**src/verilog/iem_pkg.sv**
```systemverilog
// constants shared by the interrupt enable mask block
package iem_pkg;
  localparam int          DATA_W           = 32;
  localparam int          ADDR_W           = 8;
  localparam logic [7:0]  OFF_ENABLE_SET   = 8'h88;
  localparam logic [7:0]  OFF_ENABLE_CLEAR = 8'h8C;
  localparam logic [7:0]  OFF_EVENT_FLAGS  = 8'h80;
  localparam logic [7:0]  OFF_EVENT_MASKED = 8'h84;
  localparam int          GATE_BIT         = 31;
  localparam int          MAKER_BIT        = 30;
  localparam int          SOFT_BIT         = 29;
  localparam logic [31:0] MASK_WRITABLE    = 32'hEFFF_83FF;
  localparam logic [31:0] MASK_RESET       = 32'h0000_0000;
  localparam logic [1:0]  RESP_OKAY        = 2'h0;
  localparam logic [1:0]  RESP_SLVERR      = 2'h2;
endpackage

```
**src/verilog/iem_mask_reg.sv**
```systemverilog
// the interrupt enable mask register with set and clear ports
module iem_mask_reg (
  input  wire logic        clk,
  input  wire logic        rst,
  input  wire logic        set_we,
  input  wire logic        clr_we,
  input  wire logic [31:0] wdata,
  output logic      [31:0] mask
);
  logic [31:0] mask_ff;
  logic [31:0] nxt_mask;

  always_comb begin
    nxt_mask = mask_ff;
    if (set_we) begin
      nxt_mask = nxt_mask | wdata;
    end
    if (clr_we) begin
      nxt_mask = nxt_mask & ~wdata;
    end
    nxt_mask = nxt_mask & iem_pkg::MASK_WRITABLE;
  end

  always_ff @(posedge clk) begin
    if (rst) begin
      mask_ff <= iem_pkg::MASK_RESET;
    end else begin
      mask_ff <= nxt_mask;
    end
  end

  assign mask = mask_ff;

  chk_reserved_zero: assert property (@(posedge clk) disable iff (rst)
    (mask_ff & ~iem_pkg::MASK_WRITABLE) == 32'h0000_0000)
    else $error("reserved mask bits nonzero");
  chk_reserved_low: assert property (@(posedge clk) disable iff (rst)
    mask_ff[14:10] == 5'h00)
    else $error("mask bits 14:10 nonzero");
  chk_set_takes: assert property (@(posedge clk) disable iff (rst)
    set_we && !clr_we |=>
      ((mask_ff & $past(wdata) & iem_pkg::MASK_WRITABLE) == ($past(wdata) & iem_pkg::MASK_WRITABLE)))
    else $error("set did not set mask bits");
  chk_clear_takes: assert property (@(posedge clk) disable iff (rst)
    clr_we |=> ((mask_ff & $past(wdata)) == 32'h0000_0000))
    else $error("clear did not clear mask bits");
  chk_zero_hold: assert property (@(posedge clk) disable iff (rst)
    !set_we && !clr_we |=> mask_ff == $past(mask_ff))
    else $error("mask changed without write");
endmodule

```
**src/verilog/iem_gate.sv**
```systemverilog
// gates event flags by the mask and the global gate
module iem_gate (
  input  wire logic [31:0] events,
  input  wire logic [31:0] mask,
  output logic             irq_req
);
  logic [30:0] hits;
  always_comb begin
    hits    = events[30:0] & mask[30:0];
    irq_req = mask[iem_pkg::GATE_BIT] & (|hits);
  end
endmodule

```
**src/verilog/iem_top.sv**
```systemverilog
// interrupt enable mask with axi4-lite register access
// Overview of operation
// - Reading the set or the clear address returns the one mask register.
// - A one written at the set address sets that bit, at the clear address clears it, zeros leave it.
// - Each mask bit except the global gate lines up with the event bit it gates.
// - With the global gate set, interrupts follow the per-event mask bits.
// - With the global gate clear, no interrupt is raised at all.
// - The global gate does not change what a read of the masked event address returns.
// - Mask bit 30 lets the maker defined event at bit 30 interrupt.
// - Mask bit 29 lets the software raised event at bit 29 interrupt.
// - Mask bit 28 always reads zero.
// - Mask bits 14 to 10 always read zero.
// - Mask bits 27 to 15 pass or block their events.
// - Mask bits 9 to 0 pass their events when set.
module iem_top (
  input  wire logic        SYS_CLK,
  input  wire logic        RESET,
  input  wire logic [31:0] EVENT_FLAGS,
  input  wire logic [7:0]  S_AXI_AWADDR,
  input  wire logic        S_AXI_AWVALID,
  output logic             S_AXI_AWREADY,
  input  wire logic [31:0] S_AXI_WDATA,
  input  wire logic [3:0]  S_AXI_WSTRB,
  input  wire logic        S_AXI_WVALID,
  output logic             S_AXI_WREADY,
  output logic [1:0]       S_AXI_BRESP,
  output logic             S_AXI_BVALID,
  input  wire logic        S_AXI_BREADY,
  input  wire logic [7:0]  S_AXI_ARADDR,
  input  wire logic        S_AXI_ARVALID,
  output logic             S_AXI_ARREADY,
  output logic [31:0]      S_AXI_RDATA,
  output logic [1:0]       S_AXI_RRESP,
  output logic             S_AXI_RVALID,
  input  wire logic        S_AXI_RREADY,
  output logic             IRQ_OUT
);
  logic        aw_got_ff;
  logic        nxt_aw_got;
  logic [7:0]  awaddr_ff;
  logic [7:0]  nxt_awaddr;
  logic        w_got_ff;
  logic        nxt_w_got;
  logic [31:0] wdata_ff;
  logic [31:0] nxt_wdata;
  logic        bvalid_ff;
  logic        nxt_bvalid;
  logic [1:0]  bresp_ff;
  logic [1:0]  nxt_bresp;
  logic        rvalid_ff;
  logic        nxt_rvalid;
  logic [31:0] rdata_ff;
  logic [31:0] nxt_rdata;
  logic [1:0]  rresp_ff;
  logic [1:0]  nxt_rresp;
  logic        awready_ff;
  logic        nxt_awready;
  logic        wready_ff;
  logic        nxt_wready;
  logic        arready_ff;
  logic        nxt_arready;
  logic        irq_ff;
  logic        set_we;
  logic        clr_we;
  logic        do_write;
  logic [31:0] be_data;
  logic [31:0] mask;
  logic        irq_req;

  function automatic logic [31:0] strb_expand(input logic [3:0] s);
    strb_expand = {{8{s[3]}}, {8{s[2]}}, {8{s[1]}}, {8{s[0]}}};
  endfunction

  // write side: address and data taken in any order
  always_comb begin
    nxt_aw_got = aw_got_ff;
    nxt_awaddr = awaddr_ff;
    nxt_w_got  = w_got_ff;
    nxt_wdata  = wdata_ff;
    nxt_bvalid = bvalid_ff;
    nxt_bresp  = bresp_ff;
    do_write   = 1'b0;
    if (S_AXI_AWVALID && !aw_got_ff) begin
      nxt_aw_got = 1'b1;
      nxt_awaddr = S_AXI_AWADDR;
    end
    if (S_AXI_WVALID && !w_got_ff) begin
      nxt_w_got = 1'b1;
      nxt_wdata = S_AXI_WDATA & strb_expand(S_AXI_WSTRB);
    end
    if (aw_got_ff && w_got_ff && !bvalid_ff) begin
      do_write   = 1'b1;
      nxt_bvalid = 1'b1;
      nxt_bresp  = (awaddr_ff == iem_pkg::OFF_ENABLE_SET || awaddr_ff == iem_pkg::OFF_ENABLE_CLEAR)
                   ? iem_pkg::RESP_OKAY : iem_pkg::RESP_SLVERR;
    end
    if (bvalid_ff && S_AXI_BREADY) begin
      nxt_bvalid = 1'b0;
      nxt_aw_got = 1'b0;
      nxt_w_got  = 1'b0;
    end
    nxt_awready = !nxt_aw_got;
    nxt_wready  = !nxt_w_got;
  end

  always_ff @(posedge SYS_CLK) begin
    if (RESET) begin
      aw_got_ff <= 1'b0;
      awaddr_ff <= 8'h00;
      w_got_ff  <= 1'b0;
      wdata_ff  <= 32'h0000_0000;
      bvalid_ff  <= 1'b0;
      bresp_ff   <= 2'h0;
      awready_ff <= 1'b1;
      wready_ff  <= 1'b1;
    end else begin
      aw_got_ff <= nxt_aw_got;
      awaddr_ff <= nxt_awaddr;
      w_got_ff  <= nxt_w_got;
      wdata_ff  <= nxt_wdata;
      bvalid_ff <= nxt_bvalid;
      bresp_ff  <= nxt_bresp;
      awready_ff <= nxt_awready;
      wready_ff  <= nxt_wready;
    end
  end

  assign be_data = wdata_ff;
  assign set_we  = do_write && (awaddr_ff == iem_pkg::OFF_ENABLE_SET);
  assign clr_we  = do_write && (awaddr_ff == iem_pkg::OFF_ENABLE_CLEAR);

  iem_mask_reg u_mask (
    .clk    (SYS_CLK),
    .rst    (RESET),
    .set_we (set_we),
    .clr_we (clr_we),
    .wdata  (be_data),
    .mask   (mask)
  );

  iem_gate u_gate (
    .events  (EVENT_FLAGS),
    .mask    (mask),
    .irq_req (irq_req)
  );

  // read side
  always_comb begin
    nxt_rvalid = rvalid_ff;
    nxt_rdata  = rdata_ff;
    nxt_rresp  = rresp_ff;
    if (rvalid_ff && S_AXI_RREADY) begin
      nxt_rvalid = 1'b0;
    end
    if (S_AXI_ARVALID && !rvalid_ff) begin
      nxt_rvalid = 1'b1;
      nxt_rresp  = iem_pkg::RESP_OKAY;
      case (S_AXI_ARADDR)
        iem_pkg::OFF_ENABLE_SET,
        iem_pkg::OFF_ENABLE_CLEAR: begin
          nxt_rdata = mask;
        end
        iem_pkg::OFF_EVENT_FLAGS: begin
          nxt_rdata = EVENT_FLAGS;
        end
        iem_pkg::OFF_EVENT_MASKED: begin
          nxt_rdata = EVENT_FLAGS & {1'b1, mask[30:0]};
        end
        default: begin
          nxt_rdata = 32'h0000_0000;
          nxt_rresp = iem_pkg::RESP_SLVERR;
        end
      endcase
    end
    nxt_arready = !nxt_rvalid;
  end

  always_ff @(posedge SYS_CLK) begin
    if (RESET) begin
      rvalid_ff <= 1'b0;
      rdata_ff  <= 32'h0000_0000;
      rresp_ff  <= 2'h0;
      irq_ff    <= 1'b0;
      arready_ff <= 1'b1;
    end else begin
      rvalid_ff <= nxt_rvalid;
      rdata_ff  <= nxt_rdata;
      rresp_ff  <= nxt_rresp;
      irq_ff    <= irq_req;
      arready_ff <= nxt_arready;
    end
  end

  assign S_AXI_AWREADY = awready_ff;
  assign S_AXI_WREADY  = wready_ff;
  assign S_AXI_BVALID  = bvalid_ff;
  assign S_AXI_BRESP   = bresp_ff;
  assign S_AXI_ARREADY = arready_ff;
  assign S_AXI_RVALID  = rvalid_ff;
  assign S_AXI_RDATA   = rdata_ff;
  assign S_AXI_RRESP   = rresp_ff;
  assign IRQ_OUT       = irq_ff;

  chk_gate_off: assert property (@(posedge SYS_CLK) disable iff (RESET)
    !mask[iem_pkg::GATE_BIT] |=> !IRQ_OUT)
    else $error("irq raised with gate off");
  chk_irq_follow: assert property (@(posedge SYS_CLK) disable iff (RESET)
    (mask[31] && |(EVENT_FLAGS[30:0] & mask[30:0])) |=> IRQ_OUT)
    else $error("irq missing for enabled event");
  chk_irq_cause: assert property (@(posedge SYS_CLK) disable iff (RESET)
    IRQ_OUT |-> $past(mask[31] && |(EVENT_FLAGS[30:0] & mask[30:0])))
    else $error("irq without enabled event");
  chk_soft_irq: assert property (@(posedge SYS_CLK) disable iff (RESET)
    (mask[31] && mask[iem_pkg::SOFT_BIT] && EVENT_FLAGS[iem_pkg::SOFT_BIT]) |=> IRQ_OUT)
    else $error("software event did not interrupt");
  chk_maker_irq: assert property (@(posedge SYS_CLK) disable iff (RESET)
    (mask[31] && mask[iem_pkg::MAKER_BIT] && EVENT_FLAGS[iem_pkg::MAKER_BIT]) |=> IRQ_OUT)
    else $error("maker event did not interrupt");
  chk_read_mask: assert property (@(posedge SYS_CLK) disable iff (RESET)
    (S_AXI_ARVALID && S_AXI_ARREADY &&
     (S_AXI_ARADDR == iem_pkg::OFF_ENABLE_SET || S_AXI_ARADDR == iem_pkg::OFF_ENABLE_CLEAR))
    |=> S_AXI_RVALID && S_AXI_RDATA == $past(mask))
    else $error("mask read returned wrong value");
  chk_read_reserved: assert property (@(posedge SYS_CLK) disable iff (RESET)
    (S_AXI_ARVALID && S_AXI_ARREADY &&
     (S_AXI_ARADDR == iem_pkg::OFF_ENABLE_SET || S_AXI_ARADDR == iem_pkg::OFF_ENABLE_CLEAR))
    |=> (S_AXI_RDATA & ~iem_pkg::MASK_WRITABLE) == 32'h0000_0000)
    else $error("reserved mask bits read nonzero");
  chk_masked_read: assert property (@(posedge SYS_CLK) disable iff (RESET)
    (S_AXI_ARVALID && S_AXI_ARREADY && S_AXI_ARADDR == iem_pkg::OFF_EVENT_MASKED)
    |=> S_AXI_RDATA == {$past(EVENT_FLAGS[31]), $past(EVENT_FLAGS[30:0] & mask[30:0])})
    else $error("masked event read depends on gate");
  chk_bresp_okay: assert property (@(posedge SYS_CLK) disable iff (RESET)
    (set_we || clr_we) |=> S_AXI_BVALID && S_AXI_BRESP == iem_pkg::RESP_OKAY)
    else $error("mask write not answered okay");
endmodule

```
**config.mk**
```make
export PLATFORM = sky130hd
export DESIGN_NAME = iem_top
export DESIGN_NICKNAME = d
export VERILOG_FILES = /design/src/verilog/iem_pkg.sv /design/src/verilog/iem_mask_reg.sv /design/src/verilog/iem_gate.sv /design/src/verilog/iem_top.sv
export SDC_FILE = /design/constraint.sdc
export NUM_CORES = 1
export LEC_CHECK = 0
export BUFFER_PORTS_ARGS = -buffer_cell sky130_fd_sc_hd__buf_2
export CORE_MARGIN = 2
export CORE_UTILIZATION = 40
export CTS_BUF_LIST = sky130_fd_sc_hd__clkbuf_8
export DETAILED_ROUTE_END_ITERATION = 8
export GPL_TIMING_DRIVEN = 0
export HOLD_SLACK_MARGIN = 0.08
export PLACE_DENSITY = 0.72
export SYNTH_ARGS = -nofsm -noshare
export SYNTH_HDL_FRONTEND = slang
export SYNTH_SLANG_ARGS = --single-unit
export TNS_END_PERCENT = 10
```
**constraint.sdc**
```tcl
create_clock -name SYS_CLK -period 4.4 [get_ports SYS_CLK]
set_clock_uncertainty 0.2 [all_clocks]
set_input_delay 0.22 -clock SYS_CLK [delete_from_list [all_inputs] [get_ports SYS_CLK]]
set_output_delay 0.22 -clock SYS_CLK [all_outputs]
set_load 0.03 [all_outputs]
```
=== Word level (Yosys, flattened, before mapping) ===
Index checks and enable logic that the tools add are counted.

* Bits in registers: 116
* Bits in latches: 0
* Memories: 0
* ROM bits: 0
* Word-level logic and storage cells: 61
* RAM bits: 0
* Input bits: 91
* Output and inout bits: 42

* Shift operators: 0
* Multiply operators: 0
* $add $sub $neg: 0
* Bitwise gates (word level): 7
* Eq/ne operators: 6
* Div/mod/pow operators: 0
* Reductions and logical operators: 21
* Magnitude comparators: 0
* Muxes and demuxes: 12

{| class="wikitable"
|+ Operators with widths
! operator !! count
|-
| 32-bit AND || 3
|-
| 32-bit case mux with 3 select lines || 1
|-
| 32-bit two-way mux || 2
|-
| 8-bit == test (second input constant) || 6
|-
| 32-bit inverter || 1
|-
| 32-bit OR || 1
|-
| 31-bit AND || 1
|-
| 31-bit OR reduction || 1
|-
| 1-bit logical AND || 9
|-
| 1-bit logical NOT || 7
|-
| 1-bit two-way mux || 7
|-
| 2-bit two-way mux || 2
|-
| 2-bit OR reduction || 2
|-
| 4-bit OR reduction || 1
|-
| 1-bit AND || 1
|-
| 1-bit logical OR || 1
|}

=== Depth between registers and ports, before layout ===
Gate-level depths: netlist of the first run.

* Depth after elaboration: 7
* Depth in mapped cells: 6
* Gate-level depth less buffers: 4

=== By module ===
From an unflattened synthesis of the first run, not the netlist that was laid out.

* Cells, all modules: 507
* Area total of the unflattened synthesis: 4595.7 um^2

{| class="wikitable"
|+ Modules (own cells, without submodules)
! module !! area each (um^2) !! sequential area each (um^2) !! times used !! cells each
|-
| iem_top || 3229.3 || 1641.6 || 1 || 394
|-
| iem_mask_reg || 1197.4 || 520.5 || 1 || 94
|-
| iem_gate || 168.9 || 0.0 || 1 || 19
|}

=== Least setup slack after synthesis of the first run ===
OpenSTA, ideal clock, no wires.

* Kind: reg-to-reg
* From: register awaddr_ff[6]
* To: register (tool-made name)
* Slack: 2419 ps
* Path buffers: 1
* Stages on the path, launching flop included: 6
* Setup time: 91 ps
* Clock period less this slack: 1981 ps
* Required time: 4109 ps
* Arrival time: 1690 ps
* Path through: dfxtp_1 -> or4b_1 -> nor4_4 -> buf_4 -> a21oi_1 -> a311oi_1

{| class="wikitable"
|+ RTL lines
! item !! RTL line !! source
|-
| start: declaration || iem_top.sv:40 || <nowiki>logic [7:0] awaddr_ff;</nowiki>
|-
| start signal: assignment || iem_top.sv:118 || <nowiki>awaddr_ff <= nxt_awaddr;</nowiki>
|}

=== Worst setup path in the final report of the first run ===
* From: input port S_AXI_WVALID
* To: register wdata_ff[18], in the netlist be_data[18]

* Cells in the longest elaborated chain, start to end: 1

{| class="wikitable"
|+ Ends and longest elaborated chain
! item !! RTL line !! source
|-
| start: declaration || iem_top.sv:24 || <nowiki>input wire logic S_AXI_WVALID,</nowiki>
|-
| 1-bit logical AND || iem_top.sv:87 || <nowiki>if (S_AXI_WVALID && !w_got_ff) begin</nowiki>
|-
| end signal: assignment || iem_top.sv:120 || <nowiki>wdata_ff <= nxt_wdata;</nowiki>
|-
| end: declaration || iem_top.sv:44 || <nowiki>logic [31:0] wdata_ff;</nowiki>
|}

Every way passes these cells.
A chain may end at the register's enable or synchronous reset.

==> reports/qor.tcl, run 1 <==
set qor(totalPowerFinal_w) 0.00172
set qor(combinational_power_share) 0.127
set qor(detailed_place_hpwl_um) 8890
set qor(synth_enable_flop_cells) 0
set qor(arrival_ns) 2.56
set qor(hp-class) {in -> reg}
set qor(p_seq_frac) 0.557
set qor(timing.slew.headroom) 0.544
set qor(yosys.area.top_type) {sky130_fd_sc_hd__dfxtp_1}
set qor(remaining_global_route_overflow) 0
set qor(post_route_cells_drive_above_1_share) 0.209
set qor(tritoncts_num_sinks) 102
set qor(tritoncts_buffer_count) 9
set qor(path_clk_slew_ns) 0.09
set qor(yosys-top-cells-count) {sky130_fd_sc_hd__dfxtp_1, sky130_fd_sc_hd__a21oi_1, sky130_fd_sc_hd__nand2_1, sky130_fd_sc_hd__clkbuf_1, sky130_fd_sc_hd__nand3_1}
set qor(tightest_slew_ns) 0.684
set qor(global_route_wire_length_before_repair_um) 20300
set qor(reg2reg_slack_ns) 2.04
set qor(total_switching_power_w) 0.000432
set qor(floorplan.io_pins) 133
set qor(starting_utilization_of_the_core_area) 0.411
set qor(detailed_router_iteration_count_before_antenna_repair) 7
set qor(worst_setup_path_start_kind) {input port}
set qor(wirelength_um) 12400
set qor(synth.avg_cell_area_um2) 8.67
set qor(timing.hold.worst_endpoint) {IRQ_OUT}
set qor(rows) 36
set qor(critical-path-top-delay-family) {buffers and inverters}
set qor(crit_chain) {dlygate4sd3_1 -> buf_2 -> nor2b_1 -> clkbuf_1 -> clkbuf_1 -> nand3_1 -> dlygate4sd3_1 -> a21oi_1}
set qor(clock_latency_ns) 0.35
set qor(hold_viol) 0
set qor(dieHeight_um) 104
set qor(slowest_stage) {sky130_fd_sc_hd__dlygate4sd3_1}
set qor(yosysSeqAreaShare) 0.509
set qor(grt_pass1_vias) 4093
set qor(largest_net_degree_at_the_start_of_global_routing) 15
set qor(gp_routability_congestion) 0.949
set qor(portBuffers) 120
set qor(min-delay-start) {EVENT_FLAGS[17]}
set qor(gr-usage-met2) 0.388
set qor(achievable-frequency_mhz) 403
set qor(synth.yosys.warnings) 0
set qor(clock_tree_from_tritoncts) {yes}
set qor(sw_frac_of_total) 0.251
set qor(num_vias) 4302
set qor(die_area_mm2) 0.0109
set qor(leakage_nw) 2.13
set qor(num-nets-final) 759
set qor(htree_num_levels) 3
set qor(timing.hold.worst_path_depth) 4
set qor(critical_path_cell_count) 8
set qor(post_cts.repair.setup_buffers) 0
set qor(postSynthCellCount) 463
set qor(cp_buf_inv_count) 5
set qor(netlist_area_pre_place_mm2) 0.00402
set qor(grt.met1_usage) 0.303
set qor(area_growth_pct) 41.7
set qor(route.antenna.remaining_nets) 0
set qor(critPathRequiredTime_ns) 4.47
set qor(grt_util_met3) 0.0426
set qor(crit_type) {in -> reg}
set qor(antenna_cells) 0
set qor(p_clk_frac) 0.316
set qor(post_synthesis_register_bit_count) 102
set qor(finalSetupViolations) 0
set qor(die_width_um) 104
set qor(regToRegStartpoint) {awaddr_ff[6]}
set qor(synth.top_cells.by_area) {sky130_fd_sc_hd__dfxtp_1, sky130_fd_sc_hd__a21oi_1, sky130_fd_sc_hd__a311oi_1}
set qor(globalRouteTotalUtil) 0.228
set qor(fp.coreArea_mm2) 0.00977
set qor(synth_top_cell_area_share) 0.509
set qor(drc) 0
set qor(synthArstFlopShare) 0
set qor(initial_antenna_violation_count) 0
set qor(final.period_utilization) 0.564
set qor(power_per_cell_area_mw_per_mm2) 302
set qor(yosys.cell_count.top_type) {sky130_fd_sc_hd__dfxtp_1}
set qor(global_routing_s_busiest_layer) {met2}
set qor(drv.max_cap_violation_count) 0
set qor(detail_route.wl_per_cell_um) 15.5
set qor(crit_fanout) 10
set qor(layout_min_cycle_time_ns) 2.48
set qor(setup_total_negative_slack_ns) 0
set qor(run_status) {finished clean}
set qor(cts_buffer_depth) 2
set qor(vdd_ir_drop_max_uv) 172
set qor(finalMaxSlewViolations) 0
set qor(number_of_different_library_cells_in_the_post_synthesis_netlist) 31
set qor(synth_top_flop_cell) {sky130_fd_sc_hd__dfxtp_1}
set qor(rsz0062_at_grt) {false}
set qor(p_int_w) 0.00129
set qor(cts_root_buffer) {sky130_fd_sc_hd__clkbuf_8}
set qor(drt-initial-drc-count) 323
set qor(cpPeakStageDelay_ns) 0.58
set qor(rr_worst_depth) 4
set qor(via_density_per_instance) 5.35
set qor(fillerInstances) 880
set qor(worst_setup_path_end_kind) {flop}
==> per-layer routing <==
metal / share of wire / up-vias
met5: 0 / -
met4: 0.013 / 0
met3: 0.074 / 20
met2: 0.47 / 203
met1: 0.44 / 1974
li1: - / 2105
==> worst max path at each step <==
stage	endpoint	start	slack, ns
floorplan	flop	awaddr_ff[6]	2.42
global placement	flop	awaddr_ff[6]	2.12
detailed placement	flop	awaddr_ff[6]	2.09
CTS	be_data[15]	S_AXI_WVALID	1.97
global route	be_data[20]	S_AXI_WVALID	1.75
finish	be_data[18]	S_AXI_WVALID	1.92
==> cells by family after synthesis <==
logic type             after synthesis  synth area share
AOI/OAI and AO/OA                  154             0.235
buffers and inverters               50            0.0514
DFF                                102             0.509
muxes                                9            0.0227
other                                1          0.000934
and+or+nand+nor                    147             0.182
==> placed cells by master (no fill, tap or decap), drive strengths merged, types with 2 or more instances in the layout <==
cell and instances:
nand3 28, nor2 13, conb 2, inv 5
nand2b 4, or3 25, mux2i 8, o22ai 25
a311oi 26, o21ai 2, a21oi 87, nor2b 4
a22oi 9, clkbuf 50, dfxtp 102, nand4 8
nand2 59, buf 128, dlygate4sd3 73
==> power by group through the flow <==
| stage | clock, W | combinational (W) | sequential (W) |
|---|---|---|---|
| after floorplan | 0 | 0.0000857 | 0.000984 |
| after global placement | 0 | 0.000166 | 0.000976 |
| after detailed placement | 0 | 0.000169 | 0.000977 |
| after CTS | 0.000549 | 0.000214 | 0.000956 |
| after global routing | 0.000587 | 0.000240 | 0.000960 |
| final | 0.000543 | 0.000219 | 0.000957 |
==> worst register-to-register path: stages, from the launching register on <==
cell and delay, ns:
sky130_fd_sc_hd__dfxtp_1 0.32, sky130_fd_sc_hd__or4b_1 0.57, sky130_fd_sc_hd__nor4_4 0.50, sky130_fd_sc_hd__clkbuf_1 0.46
sky130_fd_sc_hd__a311oi_1 0.17
==> cell type report <==
class,count,area [um^2],area share
plain buffers,46,191,0.0336
well taps,133,166,0.0292
clock inverters,2,8.76,0.00154
inverters,4,15.0,0.00264
clock buffers,12,165,0.0290
flip-flops and latches,102,2040,0.359
multi-input cells,312,1770,0.311
repair buffers,193,1330,0.234
==> repair_timing <==
item / 4_1_cts / 5_1_grt
endpoints found under the hold margin: 48 / 0
setup endpoints to repair: 0 / 0
resized for setup: 0 / 0
hold buffers: 73 / 0
==> stage by stage <==
step	utilization	worst slack, ns	area [um^2]	hold WS, ns	std cells
2_1_floorplan	-	2.42	4020	0.150	464
3_3_place_gp	0.490	2.12	4790	0.236	717
3_5_place_dp	0.490	2.09	4790	0.242	717
4_1_cts	0.582	1.97	5690	0.0815	804
5_1_grt	0.582	1.75	5690	0.104	804
6_report	0.582	1.92	5690	0.0931	804
(Power assumes the default switching activity.)
==> run 2: changes to the inputs <==
--- a/config.mk
+++ b/config.mk
@@ -5,6 +5,7 @@
 export SDC_FILE = /design/constraint.sdc
 export NUM_CORES = 1
 export LEC_CHECK = 0
+export ABC_AREA = 1
 export BUFFER_PORTS_ARGS = -buffer_cell sky130_fd_sc_hd__buf_2
 export CORE_MARGIN = 2
 export CORE_UTILIZATION = 40
==> constraint.sdc (replaced) <==
create_clock -name SYS_CLK -period 2 [get_ports SYS_CLK]
set_clock_uncertainty 0.2 [all_clocks]
set_input_delay 0.1 -clock SYS_CLK [delete_from_list [all_inputs] [get_ports SYS_CLK]]
set_output_delay 0.1 -clock SYS_CLK [all_outputs]
set_load 0.03 [all_outputs]
==> reports/qor.tcl, run 2 <==
set qor(run_status) {finished clean}
set qor(floorplan.io_pins) 133 ;# unchanged
set qor(setup_total_negative_slack_ns) 0 ;# unchanged
set qor(most-common-layout-cells) {sky130_fd_sc_hd__nand3_1, sky130_fd_sc_hd__nand2_1, sky130_fd_sc_hd__buf_2}
set qor(finalMaxSlewViolations) 0 ;# unchanged
set qor(hp-class) {in -> reg}
set qor(cpPeakStageDelay_ns) 0.47 ;# -0.11 ns
set qor(post_cts.repair.setup_buffers) 0 ;# unchanged
set qor(num-nets-final) 1057 ;# +39%
set qor(achievable-frequency_mhz) 555
set qor(global_route_wire_length_before_repair_um) 23900 ;# +18%
set qor(worst_setup_path_start_kind) {flop}
set qor(rr_worst_depth) 5 ;# +1
set qor(critPathRequiredTime_ns) 2.08 ;# -2.39 ns
set qor(final_util) 0.569 ;# -0.0130
set qor(crit_start) {awaddr_ff[4]}
set qor(postPlaceCellArea_mm2) 0.00583 ;# +22%
set qor(crit_chain) {nor4_4 -> clkbuf_1 -> nand3_1 -> nand2_1 -> nor2_2}
set qor(yosys-top-cells-count) {sky130_fd_sc_hd__nand3_1, sky130_fd_sc_hd__nand2_1, sky130_fd_sc_hd__dfxtp_1, sky130_fd_sc_hd__inv_1, sky130_fd_sc_hd__a21oi_1}
set qor(dieHeight_um) 116 ;# +11%
set qor(tritoncts_buffer_count) 9 ;# unchanged
set qor(finish.instance_area_mm2) 0.00689 ;# +21%
set qor(regToRegStartpoint) {awaddr_ff[4]}
set qor(timing.slew.headroom) 0.595 ;# +0.0514
set qor(route.antenna.remaining_nets) 0 ;# unchanged
set qor(synth.yosys.warnings) 0 ;# unchanged
set qor(remaining_global_route_overflow) 0 ;# unchanged
set qor(crit_type) {reg -> reg}
set qor(num_vias) 5449 ;# +27%
set qor(finalHoldWorstSlack_ns) 0.121 ;# +0.0279 ns
set qor(critical-path-top-delay-family) {simple AND/OR/NAND/NOR gates}
set qor(critical_path_cell_count) 5 ;# -3
set qor(starting_utilization_of_the_core_area) 0.414 ;# +0.00286
set qor(detailed_place_hpwl_um) 10500 ;# +18%
set qor(synth.top_cells.by_area) {sky130_fd_sc_hd__dfxtp_1, sky130_fd_sc_hd__nand3_1, sky130_fd_sc_hd__nand2_1}
set qor(portBuffers) 121 ;# +0.83%
set qor(final.period_utilization) 0.901
set qor(globalRouteTotalUtil) 0.224 ;# -0.00437
set qor(placedCellCount) 1040 ;# +45%
set qor(crit_fanout) 10 ;# unchanged
set qor(yosys.area.top_type) {sky130_fd_sc_hd__dfxtp_1}
set qor(initial_antenna_violation_count) 0 ;# unchanged
set qor(hold_viol) 0 ;# unchanged
set qor(leakage_nw) 3.20 ;# +50%
set qor(arrival_ns) 1.89 ;# -0.67 ns
set qor(grt.met1_usage) 0.303 ;# +0.000418
set qor(netlist_area_pre_place_mm2) 0.00501 ;# +25%
set qor(synth.avg_cell_area_um2) 6.68 ;# -23%
set qor(worst_setup_path_end_kind) {flop}
set qor(wirelength_um) 14600 ;# +18%
set qor(rsz0062_at_grt) {false}
set qor(die_area_mm2) 0.0134 ;# +24%
set qor(cts_buffer_depth) 2 ;# unchanged
set qor(synth_enable_flop_cells) 0 ;# unchanged
set qor(final_cells) 1139 ;# +42%
set qor(tightest_slew_ns) 0.607 ;# -0.0771 ns
set qor(drt-initial-drc-count) 444 ;# +37%
set qor(finalSetupViolations) 0 ;# unchanged
set qor(post_synthesis_register_bit_count) 102 ;# unchanged
set qor(power_per_cell_area_mw_per_mm2) 609 ;# +100%
set qor(layout_min_cycle_time_ns) 1.80
set qor(vdd_ir_drop_max_uv) 412 ;# +140%
set qor(number_of_different_library_cells_in_the_post_synthesis_netlist) 24 ;# -23%
set qor(post_route_cells_drive_above_1_share) 0.197 ;# -0.0119
set qor(detailed_router_iteration_count_before_antenna_repair) 5 ;# -2
set qor(cts_root_buffer) {sky130_fd_sc_hd__clkbuf_8}
set qor(gr-usage-met2) 0.365 ;# -0.0224
set qor(drc) 0 ;# unchanged
set qor(yosys.cell_count.top_type) {sky130_fd_sc_hd__nand3_1}
set qor(via_density_per_instance) 4.78 ;# -11%
set qor(drv.max_cap_violation_count) 0 ;# unchanged
set qor(gp_routability_congestion) 0.887 ;# -6.5%
set qor(largest_net_degree_at_the_start_of_global_routing) 17 ;# +2
set qor(area_growth_pct) 37.6
set qor(reg2reg_slack_ns) 0.20 ;# -1.84 ns
set qor(global_routing_s_busiest_layer) {met2}
set qor(postSynthCellCount) 750 ;# +62%
set qor(clock_tree_from_tritoncts) {yes}
set qor(grt_util_met3) 0.0403 ;# -0.00233
set qor(htree_num_levels) 3 ;# unchanged
set qor(tritoncts_num_sinks) 102 ;# unchanged
set qor(synthArstFlopShare) 0 ;# unchanged
set qor(detail_route.wl_per_cell_um) 12.8 ;# -17%
set qor(fp.coreArea_mm2) 0.0121 ;# +24%
set qor(synth_top_flop_cell) {sky130_fd_sc_hd__dfxtp_1}
set qor(rows) 40 ;# +11%
set qor(path_clk_slew_ns) 0.10 ;# about the same
set qor(final_common_cell) {sky130_fd_sc_hd__nand3_1}
set qor(antenna_cells) 0 ;# unchanged
set qor(grt_pass1_vias) 5104 ;# +25%
set qor(die_width_um) 116 ;# +11%
set qor(yosysSeqAreaShare) 0.408 ;# -0.101
set qor(synth_top_cell_area_share) 0.408 ;# -0.101
set qor(slowest_stage) {sky130_fd_sc_hd__nor4_4}
set qor(clock_latency_ns) 0.38 ;# +0.03 ns
set qor(cp_buf_inv_count) 1 ;# -4
-- run 2: how the worst min path moves through the flow --
stage,from,end,cells past startpoint
after floorplan,S_AXI_AWVALID,S_AXI_AWREADY,1
after global placement,S_AXI_AWADDR[7],awaddr_ff[7],3
after detailed placement,S_AXI_AWADDR[7],awaddr_ff[7],3
after CTS,S_AXI_ARADDR[2],S_AXI_RDATA[1],8
after global routing,S_AXI_ARADDR[2],S_AXI_RDATA[1],8
final,S_AXI_ARADDR[2],S_AXI_RRESP[1],7
-- run 2: through the flow --
| step | setup slack (ns) | power, W |
|---|---|---|
| finish | 0.197 | 0.00420 |
| global route | 0.0704 | 0.00436 |
| CTS | 0.176 | 0.00421 |
| detailed placement | 0.0283 | 0.00262 |
| global placement | 0.0450 | 0.00262 |
| floorplan | 0.368 | 0.00243 |
-- run 2: timing repair --
item                                   in CTS  in global routing
endpoints found under the hold margin      74                  0
setup endpoints to repair                   0                  2
hold buffers                               83                  0
gates resized for setup                     0                  2
-- run 2: cell families after synthesis --
kind of cell	after synthesis	synth area share
AOI/OAI and AO/OA	88	0.0884
other	1	0.000749
buffers and inverters	146	0.120
and+or+nand+nor	413	0.383
DFF	102	0.408
-- run 2: final cells by class --
class,instances,area (um^2)
fill,1224,5220
multi-input combinational,503,2370
sequential,102,2040
timing repair buffer,204,1440
inverter,96,360
buffer,50,244
tap,168,210
clock buffer,11,151
clock inverter,5,81.3
-- run 2: worst register-to-register path: cells and delay by family (launching register included) --
| kind | cells | cell delay (ns) |
|---|---|---|
| buf+inv | 1 | 0.41 |
| flops | 1 | 0.34 |
| simple gates | 4 | 0.75 |
-- run 2: metal layers --
| layer | routed length, um | vias up | part of all wire |
|---|---|---|---|
| met4 | 277 | 0 | 0.019 |
| met2 | 6600 | 168 | 0.45 |
| met3 | 750 | 26 | 0.051 |
| met1 | 6990 | 2407 | 0.48 |
| met5 | 0 | - | 0 |
| li1 | - | 2848 | - |
-- run 2: power by group --
part | total [W] | internal (W) | switching, W
sequential | 0.00213 | 0.00209 | 0.0000392
combinational | 0.000582 | 0.000254 | 0.000328
clock | 0.00149 | 0.000773 | 0.000719
total | 0.00420 | 0.00311 | 0.00109
